===== config.mk =====
export PLATFORM = sky130hd
export DESIGN_NAME = tick_wake_timers
export DESIGN_NICKNAME = d
export VERILOG_FILES = /design/src/rtl/timers_pkg.sv /design/src/rtl/wake_counter.sv /design/src/rtl/tick_wake_timers.sv
export SDC_FILE = /design/constraint.sdc
export NUM_CORES = 1
export LEC_CHECK = 0
export BUFFER_PORTS_ARGS = -buffer_cell sky130_fd_sc_hd__buf_4
export CAP_MARGIN = 20
export CORE_AREA = 2 2 134 136
export DETAILED_ROUTE_END_ITERATION = 8
export DIE_AREA = 0 0 136 138
export PLACE_DENSITY_LB_ADDON = 0.12
export SYNTH_ARGS = -nofsm -noshare
export SYNTH_HDL_FRONTEND = slang
export SYNTH_SLANG_ARGS = --single-unit

===== constraint.sdc =====
create_clock -name mclk -period 4.1 [get_ports mclk]
set_input_delay 0.41 -clock mclk [delete_from_list [all_inputs] [get_ports mclk]]
set_output_delay 0.41 -clock mclk [all_outputs]
set_load 0.02 [all_outputs]

===== src/rtl/timers_pkg.sv =====
// Package of constants and types for the tick and wakeup timer block.
package timers_pkg;
	// ************************************************************
	// Tick timer
	// ************************************************************
	localparam int CNT_W = 32;
	localparam int MATCH_W = 28;
	localparam logic [31:0] TICK_RESET = 32'h0000_0000;
	localparam logic [27:0] MATCH_MAX = 28'hfff_ffff;
	localparam logic [27:0] MATCH_RESET = 28'h000_0000;

	// Tick modes as written by software; one-hot codes.
	typedef enum logic [3:0] {
		TM_OFF = 4'b0001,
		TM_SINGLE = 4'b0010,
		TM_RESTART = 4'b0100,
		TM_CONT = 4'b1000
	} tick_mode_e;

	// ************************************************************
	// Wakeup timers and calibration
	// ************************************************************
	localparam int NUM_WAKE = 2;
	localparam logic [31:0] WAKE_RESET = 32'h0000_0000;
	localparam logic [31:0] WAKE_ONE = 32'h0000_0001;
	localparam logic [31:0] REF_RESET = 32'h0000_0000;
	localparam int CAL_TIMER = 0;

	// The slow tick is sampled on the fast clock, so the rising edge of
	// that strobe is one 32 kHz period.
endpackage


===== src/rtl/wake_counter.sv =====
// One 32-bit wakeup down-counter with expired status.
`timescale 1ns/1ps
`default_nettype none
module wake_counter (
	input wire logic mclk,
	input wire logic rst,
	input wire logic slow_tick,
	input wire logic sleep_hold,
	input wire logic load,
	input wire logic [31:0] load_value,
	input wire logic start,
	input wire logic stop,
	input wire logic irq_en,
	input wire logic status_read,
	output logic [31:0] count,
	output logic running,
	output logic expired,
	output logic zero_pulse,
	output logic irq
);
	logic [31:0] count_r, count_nxt;
	logic run_r, run_nxt;
	logic exp_r, exp_nxt;
	logic hit;

	always_comb begin
		count_nxt = count_r;
		run_nxt = run_r;
		hit = 1'b0;
		if (stop) begin
			run_nxt = 1'b0;
		end else if (start) begin
			run_nxt = 1'b1;
		end
		if (load) begin
			count_nxt = load_value;
		end else if (run_r && !stop && slow_tick && !sleep_hold) begin
			// Keeps going past zero and wraps, so service latency shows.
			count_nxt = count_r - timers_pkg::WAKE_ONE;
			hit = (count_r == timers_pkg::WAKE_ONE);
		end
		// A new expiry in the read cycle wins over the read-clear.
		exp_nxt = hit | (exp_r & ~status_read);
	end

	always_ff @(posedge mclk or posedge rst) begin
		if (rst) begin
			count_r <= timers_pkg::WAKE_RESET;
			run_r <= 1'b0;
			exp_r <= 1'b0;
			zero_pulse <= 1'b0;
			irq <= 1'b0;
		end else begin
			count_r <= count_nxt;
			run_r <= run_nxt;
			exp_r <= exp_nxt;
			zero_pulse <= hit;
			irq <= hit & irq_en;
		end
	end

	assign count = count_r;
	assign running = run_r;
	assign expired = exp_r;

	wake_stop_hold_a: assert property (@(posedge mclk) disable iff (rst)
		stop |=> $stable(count_r) && !irq)
		else $error("wakeup count moved or irq after stop");
	wake_wrap_a: assert property (@(posedge mclk) disable iff (rst)
		run_r && !stop && !load && slow_tick && !sleep_hold
			&& count_r == 32'h0000_0000 |=> count_r == 32'hffff_ffff)
		else $error("wakeup counter did not wrap");
	wake_expire_a: assert property (@(posedge mclk) disable iff (rst)
		hit |=> exp_r && zero_pulse && count_r == 32'h0000_0000)
		else $error("expiry not flagged at zero");
	status_clear_a: assert property (@(posedge mclk) disable iff (rst)
		status_read && !hit |=> !exp_r)
		else $error("status read did not clear expired");
	wake_cv_c: cover property (@(posedge mclk) disable iff (rst) irq);
endmodule
`default_nettype wire


===== src/rtl/tick_wake_timers.sv =====
// Top of the tick timer, two wakeup timers and the calibration counter.
// Functional notes
// - 32-bit tick up-counter, mode gated.
// - Match value 28 bits, 16MHz cycles.
// - Match raises irq only when enabled.
// - Mode write clears tick counter.
// - Single-shot halts after match until rewrite.
// - Restartable clears on match and continues.
// - Continuous counts past match uncleared.
// - Doze freezes the tick timer.
// - Two 32-bit down-counters on 32kHz.
// - Run in sleep unless disabled; never deep.
// - Zero sets expired, optional irq.
// - Counter keeps decrementing after zero.
// - Stop holds value, gives no irq.
// - Status read reports and clears expired.
// - Reference counter counts 16MHz while awake.
// - Calibration enable clears, then both start.
// - Timer 0 zero stops reference counter.
// - Twenty 32kHz periods give count 10000.
`timescale 1ns/1ps
`default_nettype none
module tick_wake_timers (
	input wire logic mclk,
	input wire logic rst,
	// Tick timer control.
	input wire logic tick_mode_wr,
	input wire logic [3:0] tick_mode,
	input wire logic [27:0] tick_match,
	input wire logic tick_irq_en,
	input wire logic cpu_doze,
	output logic [31:0] tick_count,
	output logic tick_match_hit,
	output logic tick_irq,
	// Wakeup timers.
	input wire logic slow_clk_en,
	input wire logic in_sleep,
	input wire logic in_deep_sleep,
	input wire logic [1:0] wake_sleep_dis,
	input wire logic [1:0] wake_load,
	input wire logic [31:0] wake_load_value,
	input wire logic [1:0] wake_start,
	input wire logic [1:0] wake_stop,
	input wire logic [1:0] wake_irq_en,
	input wire logic wake_status_rd,
	output logic [31:0] wake_count0,
	output logic [31:0] wake_count1,
	output logic [1:0] wake_running,
	output logic [1:0] wake_expired,
	output logic [1:0] wake_irq,
	// Calibration.
	input wire logic cal_enable,
	output logic [31:0] cal_ref_count,
	output logic cal_busy
);
	// ************************************************************
	// Tick timer
	// ************************************************************
	timers_pkg::tick_mode_e mode_r, mode_nxt;
	logic [31:0] tick_r, tick_nxt;
	logic halted_r, halted_nxt;
	logic match_r, match_nxt;
	logic irq_r, irq_nxt;
	logic [31:0] match_ext;
	logic is_match;

	function automatic timers_pkg::tick_mode_e decode_mode(
			input logic [3:0] code);
		unique case (code)
			4'b0010: decode_mode = timers_pkg::TM_SINGLE;
			4'b0100: decode_mode = timers_pkg::TM_RESTART;
			4'b1000: decode_mode = timers_pkg::TM_CONT;
			default: decode_mode = timers_pkg::TM_OFF;
		endcase
	endfunction

	// Only 28 bits reach the comparator; the top nibble is forced to zero.
	assign match_ext = {4'h0, tick_match & timers_pkg::MATCH_MAX};
	assign is_match = (tick_r == match_ext);

	always_comb begin
		mode_nxt = mode_r;
		tick_nxt = tick_r;
		halted_nxt = halted_r;
		match_nxt = 1'b0;
		irq_nxt = 1'b0;
		if (tick_mode_wr) begin
			mode_nxt = decode_mode(tick_mode);
			tick_nxt = timers_pkg::TICK_RESET;
			halted_nxt = 1'b0;
		end else if (!cpu_doze && mode_r != timers_pkg::TM_OFF
				&& !halted_r) begin
			if (is_match) begin
				match_nxt = 1'b1;
				irq_nxt = tick_irq_en;
			end
			unique case (mode_r)
				timers_pkg::TM_SINGLE: begin
					if (is_match) begin
						halted_nxt = 1'b1;
					end else begin
						tick_nxt = tick_r + 32'h0000_0001;
					end
				end
				timers_pkg::TM_RESTART: begin
					tick_nxt = is_match ? timers_pkg::TICK_RESET
						: tick_r + 32'h0000_0001;
				end
				timers_pkg::TM_CONT: begin
					tick_nxt = tick_r + 32'h0000_0001;
				end
				timers_pkg::TM_OFF: begin
					tick_nxt = tick_r;
				end
			endcase
		end
	end

	always_ff @(posedge mclk or posedge rst) begin
		if (rst) begin
			mode_r <= timers_pkg::TM_OFF;
			tick_r <= timers_pkg::TICK_RESET;
			halted_r <= 1'b0;
			match_r <= 1'b0;
			irq_r <= 1'b0;
		end else begin
			mode_r <= mode_nxt;
			tick_r <= tick_nxt;
			halted_r <= halted_nxt;
			match_r <= match_nxt;
			irq_r <= irq_nxt;
		end
	end

	assign tick_count = tick_r;
	assign tick_match_hit = match_r;
	assign tick_irq = irq_r;

	// ************************************************************
	// Wakeup timers
	// ************************************************************
	logic slow_d_r, slow_rise;
	logic [1:0] sleep_hold;
	logic [1:0] zero_pulse;
	logic [31:0] wcount [2];
	logic cal_rise;

	// The 32 kHz tick arrives as a level synchronous to mclk; one step per
	// rising edge keeps both timers in lockstep with the slow clock.
	always_ff @(posedge mclk or posedge rst) begin
		if (rst) begin
			slow_d_r <= 1'b0;
		end else begin
			slow_d_r <= slow_clk_en;
		end
	end
	assign slow_rise = slow_clk_en & ~slow_d_r;

	genvar gi;
	generate
		for (gi = 0; gi < timers_pkg::NUM_WAKE; gi++) begin : g_wake
			assign sleep_hold[gi] = in_deep_sleep
				| (in_sleep & wake_sleep_dis[gi]);
			wake_counter u_wake (
				.mclk(mclk),
				.rst(rst),
				.slow_tick(slow_rise),
				.sleep_hold(sleep_hold[gi]),
				.load(wake_load[gi]),
				.load_value(wake_load_value),
				.start(wake_start[gi]
					| (cal_rise && gi == timers_pkg::CAL_TIMER)),
				.stop(wake_stop[gi]),
				.irq_en(wake_irq_en[gi]),
				.status_read(wake_status_rd),
				.count(wcount[gi]),
				.running(wake_running[gi]),
				.expired(wake_expired[gi]),
				.zero_pulse(zero_pulse[gi]),
				.irq(wake_irq[gi])
			);
		end
	endgenerate

	assign wake_count0 = wcount[0];
	assign wake_count1 = wcount[1];

	// ************************************************************
	// Calibration reference counter
	// ************************************************************
	logic [31:0] ref_r, ref_nxt;
	logic cal_run_r, cal_run_nxt;
	logic cal_en_d_r;

	// A calibration start also starts wakeup timer 0 on the same edge, so
	// no software latency between the two enters the reference count.
	assign cal_rise = cal_enable & ~cal_en_d_r;

	always_comb begin
		ref_nxt = ref_r;
		cal_run_nxt = cal_run_r;
		if (cal_enable && !cal_en_d_r) begin
			ref_nxt = timers_pkg::REF_RESET;
			cal_run_nxt = 1'b1;
		end else if (cal_run_r) begin
			if (zero_pulse[timers_pkg::CAL_TIMER] || !cal_enable) begin
				cal_run_nxt = 1'b0;
			end else if (!in_sleep && !in_deep_sleep) begin
				ref_nxt = ref_r + 32'h0000_0001;
			end
		end
	end

	always_ff @(posedge mclk or posedge rst) begin
		if (rst) begin
			ref_r <= timers_pkg::REF_RESET;
			cal_run_r <= 1'b0;
			cal_en_d_r <= 1'b0;
		end else begin
			ref_r <= ref_nxt;
			cal_run_r <= cal_run_nxt;
			cal_en_d_r <= cal_enable;
		end
	end

	assign cal_ref_count = ref_r;
	assign cal_busy = cal_run_r;

	// ************************************************************
	// Checks
	// ************************************************************
	// Every property runs on mclk; the slow tick is only a strobe in this
	// domain, so one clock and one reset serve all of them.
	tick_mode_clear_a: assert property (@(posedge mclk) disable iff (rst)
		tick_mode_wr |=> tick_r == 32'h0000_0000)
		else $error("mode write did not clear tick counter");
	tick_irq_gate_a: assert property (@(posedge mclk) disable iff (rst)
		tick_irq |-> match_r && $past(tick_irq_en))
		else $error("tick irq without match or enable");
	single_halt_a: assert property (@(posedge mclk) disable iff (rst)
		mode_r == timers_pkg::TM_SINGLE && halted_r && !tick_mode_wr
			|=> $stable(tick_r) && !match_r)
		else $error("single shot kept counting");
	restart_zero_a: assert property (@(posedge mclk) disable iff (rst)
		mode_r == timers_pkg::TM_RESTART && !halted_r && !cpu_doze
			&& is_match && !tick_mode_wr |=> tick_r == 32'h0000_0000)
		else $error("restartable did not clear on match");
	cont_pass_a: assert property (@(posedge mclk) disable iff (rst)
		mode_r == timers_pkg::TM_CONT && !cpu_doze && is_match
			&& !tick_mode_wr |=> tick_r == $past(tick_r) + 32'h0000_0001)
		else $error("continuous mode did not pass match");
	doze_freeze_a: assert property (@(posedge mclk) disable iff (rst)
		cpu_doze && !tick_mode_wr |=> $stable(tick_r))
		else $error("tick timer advanced in doze");
	cal_stop_a: assert property (@(posedge mclk) disable iff (rst)
		cal_run_r && zero_pulse[0] && !(cal_enable && !cal_en_d_r)
			|=> !cal_run_r ##1 $stable(ref_r))
		else $error("reference counter did not stop");
	cal_clear_a: assert property (@(posedge mclk) disable iff (rst)
		cal_enable && !cal_en_d_r |=> ref_r == 32'h0000_0000 && cal_run_r)
		else $error("calibration start did not clear reference");
	deep_hold_a: assert property (@(posedge mclk) disable iff (rst)
		in_deep_sleep && wake_load == 2'b00 |=> $stable(wcount[1]))
		else $error("wakeup timer ran in deep sleep");
	tick_irq_on_a: assert property (@(posedge mclk) disable iff (rst)
		mode_r != timers_pkg::TM_OFF && !halted_r && !cpu_doze && !tick_mode_wr
			&& is_match && tick_irq_en |=> tick_irq && tick_match_hit)
		else $error("enabled match gave no tick irq");
	tick_off_a: assert property (@(posedge mclk) disable iff (rst)
		mode_r == timers_pkg::TM_OFF && !tick_mode_wr |=> $stable(tick_r))
		else $error("tick counter moved while off");
	tick_step_a: assert property (@(posedge mclk) disable iff (rst)
		mode_r != timers_pkg::TM_OFF && !halted_r && !cpu_doze && !tick_mode_wr
			&& !is_match |=> tick_r == $past(tick_r) + 32'h0000_0001)
		else $error("tick counter did not step by one");
	single_stop_a: assert property (@(posedge mclk) disable iff (rst)
		mode_r == timers_pkg::TM_SINGLE && !halted_r && !cpu_doze
			&& !tick_mode_wr && is_match |=> halted_r && $stable(tick_r))
		else $error("single shot did not stop at match");
	sleep_run_a: assert property (@(posedge mclk) disable iff (rst)
		in_sleep && !in_deep_sleep && !wake_sleep_dis[0] && wake_running[0]
			&& slow_rise && !wake_load[0] && !wake_stop[0]
			|=> wcount[0] == $past(wcount[0]) - 32'h0000_0001)
		else $error("wakeup timer 0 stalled in sleep");
	cal_count_a: assert property (@(posedge mclk) disable iff (rst)
		cal_run_r && cal_enable && !cal_rise && !zero_pulse[0]
			&& !in_sleep && !in_deep_sleep
			|=> ref_r == $past(ref_r) + 32'h0000_0001)
		else $error("reference counter missed a cycle");
	cal_go_a: assert property (@(posedge mclk) disable iff (rst)
		cal_rise && !wake_stop[0] |=> wake_running[0])
		else $error("calibration did not start wakeup timer 0");
	wake_irq_link_a: assert property (@(posedge mclk) disable iff (rst)
		wake_irq == (zero_pulse & $past(wake_irq_en)))
		else $error("wakeup irq does not follow expiry and enable");

	single_cv_c: cover property (@(posedge mclk) disable iff (rst)
		mode_r == timers_pkg::TM_SINGLE && halted_r);
	restart_cv_c: cover property (@(posedge mclk) disable iff (rst)
		mode_r == timers_pkg::TM_RESTART && tick_irq);
	cal_cv_c: cover property (@(posedge mclk) disable iff (rst)
		$fell(cal_run_r));
	cont_cv_c: cover property (@(posedge mclk) disable iff (rst)
		mode_r == timers_pkg::TM_CONT && tick_irq);
endmodule
`default_nettype wire


Yosys cells after proc, flatten, opt, wreduce, memory -nomap -nowiden
Index checks and enable logic that the tools add are counted.
{"block": "totals", "reg_bits": 145, "latch_bits": 0, "mem_bits_rw": 0, "rom_bits": 0, "input_bits": 84, "output_inout_bits": 137, "word_cells": 120, "n_memories": 0}
{"block": "op_classes", "addsub": 4, "n_mul": 0, "n_div": 0, "order_cmp": 0, "eq_ne": 14, "shift": 0, "n_mux": 35, "n_bitwise": 16, "reduce_logical": 33}
{"operator": "32-bit 2-to-1 mux", "count": 12}
{"operator": "32-bit one-hot mux with 3 select lines", "count": 1}
{"operator": "32-bit by 1-bit adder with 32-bit output, second input constant", "count": 2}
{"operator": "32-bit by 1-bit equality test with 1-bit output, second input constant", "count": 2}
{"operator": "32-bit by 1-bit subtractor with 32-bit output, second input constant", "count": 2}
{"operator": "32-bit by 28-bit equality test with 1-bit output", "count": 1}
{"operator": "1-bit 2-to-1 mux", "count": 21}
{"operator": "2-bit nonzero test", "count": 9}
{"operator": "4-bit one-hot mux with 3 select lines", "count": 1}
{"operator": "1-bit logical AND", "count": 10}
{"operator": "1-bit logical NOT", "count": 10}
{"operator": "3-bit AND reduction", "count": 3}
{"operator": "1-bit AND", "count": 8}
{"operator": "4-bit by 2-bit equality test with 1-bit output, second input constant", "count": 2}
{"operator": "4-bit by 3-bit equality test with 1-bit output, second input constant", "count": 2}
{"operator": "4-bit equality test, second input constant", "count": 2}
{"operator": "1-bit bitwise OR", "count": 5}
{"operator": "4-bit by 1-bit equality test with 1-bit output, second input constant", "count": 1}
{"operator": "2-bit != test, second input constant", "count": 2}
{"operator": "4-bit by 1-bit != test with 1-bit output, second input constant", "count": 1}
{"operator": "3-bit != test, second input constant", "count": 1}
{"operator": "1-bit inverter", "count": 3}
{"operator": "1-bit logical OR", "count": 1}

Longest topological paths before layout
{"block": "depth", "ltp_word": 7, "mapped_depth": 9, "mapped_depth_nobuf": 7}

Hierarchy
A second synthesis with hierarchy kept.
{"block": "unflattened", "hier_cells": 922, "area_unflattened_um2": 8535.7}
{"mod": "tick_wake_timers", "n_inst": 1, "cells_each": 467, "area_each_um2": 4401.7, "seq_area_each_um2": 1853.0}
{"mod": "wake_counter at g_wake[1].u_wake", "n_inst": 1, "cells_each": 228, "area_each_um2": 2070.7, "seq_area_each_um2": 900.9}
{"mod": "wake_counter at g_wake[0].u_wake", "n_inst": 1, "cells_each": 227, "area_each_um2": 2063.2, "seq_area_each_um2": 900.9}

Worst setup path after synthesis
OpenSTA, ideal clock, no wires.
{"block": "synth_path", "path_kind": "flip-flop to flip-flop", "start": "register g_wake[1].u_wake.count_r[2]", "end": "register g_wake[1].u_wake.count_r[12]", "setup_ns": 0.076, "arrival_ns": 2.570, "required_ns": 4.024, "path_slack_ns": 1.454, "path_stages_with_launch": 9, "path_buffers": 2, "synth_period_minus_slack_ns": 2.646, "path_cell_list": "dfrtp_1 > or3_4 > or4_4 > buf_6 > or3_1 > buf_2 > or4_4 > xor2_1 > o21ai_1"}
{"block": "synth_via", "elab_chain_cells": 3}
{"item": "start: declaration", "line": "wake_counter.sv:21", "text": "logic [31:0] count_r, count_nxt;"}
{"item": "start signal: assignment", "line": "wake_counter.sv:48", "text": "count_r <= timers_pkg::WAKE_RESET;"}
{"item": "start signal: assignment", "line": "wake_counter.sv:54", "text": "count_r <= count_nxt;"}
{"item": "32-bit by 1-bit subtractor with 32-bit output", "line": "wake_counter.sv:39", "text": "count_nxt = count_r - timers_pkg::WAKE_ONE;"}
{"item": "32-bit 2-to-1 mux", "line": "wake_counter.sv:37", "text": "end else if (run_r && !stop && slow_tick && !sleep_hold) begin"}
{"item": "32-bit 2-to-1 mux", "line": "wake_counter.sv:35", "text": "if (load) begin"}
No other way between the ends. The select of a mux whose other input is x is not followed.
A chain may end at the register's enable or synchronous reset.

Final worst setup path
{"block": "layout_path", "start": "register tick_r[31], in the netlist tick_count[31]", "end": "register tick_r[9], in the netlist tick_count[9]"}
{"block": "layout_via", "elab_chain_cells": 5, "elab_cells_between_ends": 7, "classes_between": "eq/ne: 2; mux: 4; reduce/logical: 1"}
{"item": "start: declaration", "line": "tick_wake_timers.sv:60", "text": "logic [31:0] tick_r, tick_nxt;"}
{"item": "start signal: assignment", "line": "tick_wake_timers.sv:122", "text": "tick_r <= timers_pkg::TICK_RESET;"}
{"item": "start signal: assignment", "line": "tick_wake_timers.sv:128", "text": "tick_r <= tick_nxt;"}
{"item": "32-bit by 28-bit equality test with 1-bit output *", "line": "tick_wake_timers.sv:79", "text": "assign is_match = (tick_r == match_ext);"}
{"item": "32-bit 2-to-1 mux", "line": "tick_wake_timers.sv:106", "text": "tick_nxt = is_match ? timers_pkg::TICK_RESET"}
{"item": "32-bit one-hot mux with 3 select lines", "line": "tick_wake_timers.sv:97", "text": "unique case (mode_r)"}
{"item": "32-bit 2-to-1 mux", "line": "tick_wake_timers.sv:91", "text": "end else if (!cpu_doze && mode_r != timers_pkg::TM_OFF"}
{"item": "32-bit 2-to-1 mux", "line": "tick_wake_timers.sv:87", "text": "if (tick_mode_wr) begin"}
Every way passes the cells marked *; elsewhere a longest branch is shown, timed or not. The select of a mux whose other input is x is not followed.

==> metrics.cfg <==
[clock_network]
worst_skew_pair.late_latency_ns=0.42
cts_tree=yes
cts.clk_slew.worst_paths_ns=0.07
hold_buffers=0
cts_made_buffers=17
root_buffer=clkbuf_16
clock-sinks=145
clockBufferDepth=2
cts_resized=0
ctsHtreeMaxLevel=4
post_cts.repair.setup_buffers=0

[die]
die_w_um=136
core_area_um2=17530
ios=221
num_rows=49
initial_core_util=0.4687
fp.dieArea_um2=18770
die_h_um=138

[route]
wl_per_cell_um=17.39
drc_errors=0
via_per_inst=5.550
drt_iter0_drc=523
wirelength_um=23590
ant_nets=0
drt_pass1_iterations=5
num_vias=7532

[critical_path]
end_kind=flop
worstPathRequired_ns=4.40
path_max_fanout=17
cp-start-kind=flop
cp-startpoint=tick_count[31]
r2r-start=tick_count[31]
critPathKind=flop to flop
worst_ep_arrival_time_ns=3.50

[synth]
syn-mean-instance-area_um2=8.876
netlist_instances=926
synth_top_area_frac=0.4384
ys_ff_latch=145
yosys.area.top_type=dfrtp_1
synth-edff-count=0
synth_async_sr_flop_share=1.000
synth.distinct_cells=58
syn_nets=1016
ys_seq_area_frac=0.4416
syn_area_um2=8219
yosys-top-cells-area=dfrtp_1 (44%), xnor2_1 (9.1%), nand2_1 (5.4%)
yosys_warnings=0
yosysMostFrequentCell=dfrtp_1
synthTopCellsByCount=dfrtp_1 (144), nand2_1 (118), nor2_1 (94)
synth_ff_type=dfrtp_1

[finish]
nNetsFinal=1205
final_core_util=0.6028
fin_area_um2=10570
area_growth_pct=28.59
antenna_cells=0
drive_gt1_frac=0.2447

[pwr]
peakVddDrop_mv=0.3170
p_leak_nw=4.698
pwr_density_cell_nw_per_um2=345.6

[timing]
hold_viol_final=0
fin_crit_ns=3.205
finClkSkew_ns=0.01049
setup_tns_ns=0
setup_ws_ns=0.8950
final_max_slew_viol_count=0
worst_pin_slew_ns=1.080
finalSetupViolations=0
hold_ws_ns=0.1096
rsz0062_at_grt=false
max_freq_mhz=312.0
slew_headroom=0.2769
period_share=0.7817

[status]
outcome=complete, no violations

[min_path]
min_from=slow_clk_en
hp-class=input pin to flop

[global_routing]
grt_pass1_vias=7023
grt_usage=0.2501
antenna_found_initial=0
overflow=0
grt_pass1_wl_um=37430
grt_max_degree=146

[run]
max_cap_violations=0

[placed_design]
gp_congestion=0.9041
postPlaceCellArea_um2=9985
hpwl_um=17050
io_buffers=220
place_ws_ns=1.058

-- layout make-up --
type	instances	area, µm²
clock buffer	22	484.2
clock inverter	10	100.1
fill	1614	6965
inverter	23	90.09
multi-input combinational	701	4262
sequential	145	3630
tap	229	286.5
timing repair buffer	227	1717
-- metrics by stage --
| step | power, mW | cells |
|---|---|---|
| finish | 3.653 | 1357 |
| global route | 3.803 | 1357 |
| CTS | 3.691 | 1357 |
| detailed placement | 2.140 | 1325 |
| global placement | 2.136 | 1325 |
| floorplan | 1.884 | 926 |
-- cells in the final DEF, fill, tap and decap left out, types with 17 or more instances in the layout --
master / Yosys / routed
and3_1: 29 / 29
buf_4: 6 / 226
clkbuf_16: 0 / 17
dfrtp_1: 144 / 144
inv_1: 23 / 22
nand2_1: 118 / 118
nand3_1: 24 / 24
nand4_1: 31 / 31
nor2_1: 94 / 94
nor3_1: 36 / 36
nor4_1: 26 / 26
o21ai_0: 71 / 71
or3_1: 17 / 17
xnor2_1: 85 / 85
xor2_1: 34 / 34
-- logic make-up after synthesis --
kind of cell | share of synthesized area
simple gates | 0.2789
flops | 0.4416
compound gates | 0.1002
xor+xnor | 0.1268
buf+inv | 0.04064
fa+ha+maj | 0.009134
mux | 0.002740
-- power by group --
part | internal [mW] | switching, mW
clock | 0.905 | 0.633
sequential | 1.50 | 0.0889
combinational | 0.229 | 0.299
-- sequential cells by signal, summed over array words and instances, names as in the netlist --
name / cells
g_wake.u_wake.irq: 2
g_wake.u_wake.running: 2
cal_en_d_r: 1
tick_irq: 1
g_wake.u_wake.expired: 2
tick_match_hit: 1
g_wake.u_wake.zero_pulse: 1
tick_count: 32
mode_r: 4
slow_d_r: 1
g_wake.u_wake.count: 64
cal_ref_count: 32
halted_r: 1
cal_busy: 1
-- final timing paths --
kind                                              end  slack (ns)  cells after the start
min                                          slow_d_r        0.11                      1
max reg2reg                             tick_count[9]        0.89                      7
min reg2reg                  g_wake[0].u_wake.expired        0.49                      1
max in group asynchronous           cal_ref_count[15]        3.28                      3
max                                     tick_count[9]        0.89                      7
min in group asynchronous  g_wake[0].u_wake.count[26]        0.21                      3
-- worst max-delay path, cell delays in order, from the launching register on --
cell	delay [ns]
dfrtp_1	0.43
nor4_1	0.61
nand2_1	0.11
nor4_1	0.59
and4_1	0.47
o21a_1	0.41
buf_4	0.32
o22ai_1	0.12
-- metal layers --
layer | share of wire | vias to the layer above | track usage | wire length [µm]
li1 | - | 3633 | - | -
met1 | 0.46 | 3606 | 0.3708 | 10960
met2 | 0.45 | 266 | 0.3764 | 10710
met3 | 0.067 | 27 | 0.04510 | 1576
met4 | 0.015 | 0 | 0.06743 | 349
met5 | 0 | - | 0 | 0
Note: power is estimated with default switching activity, not from simulation.
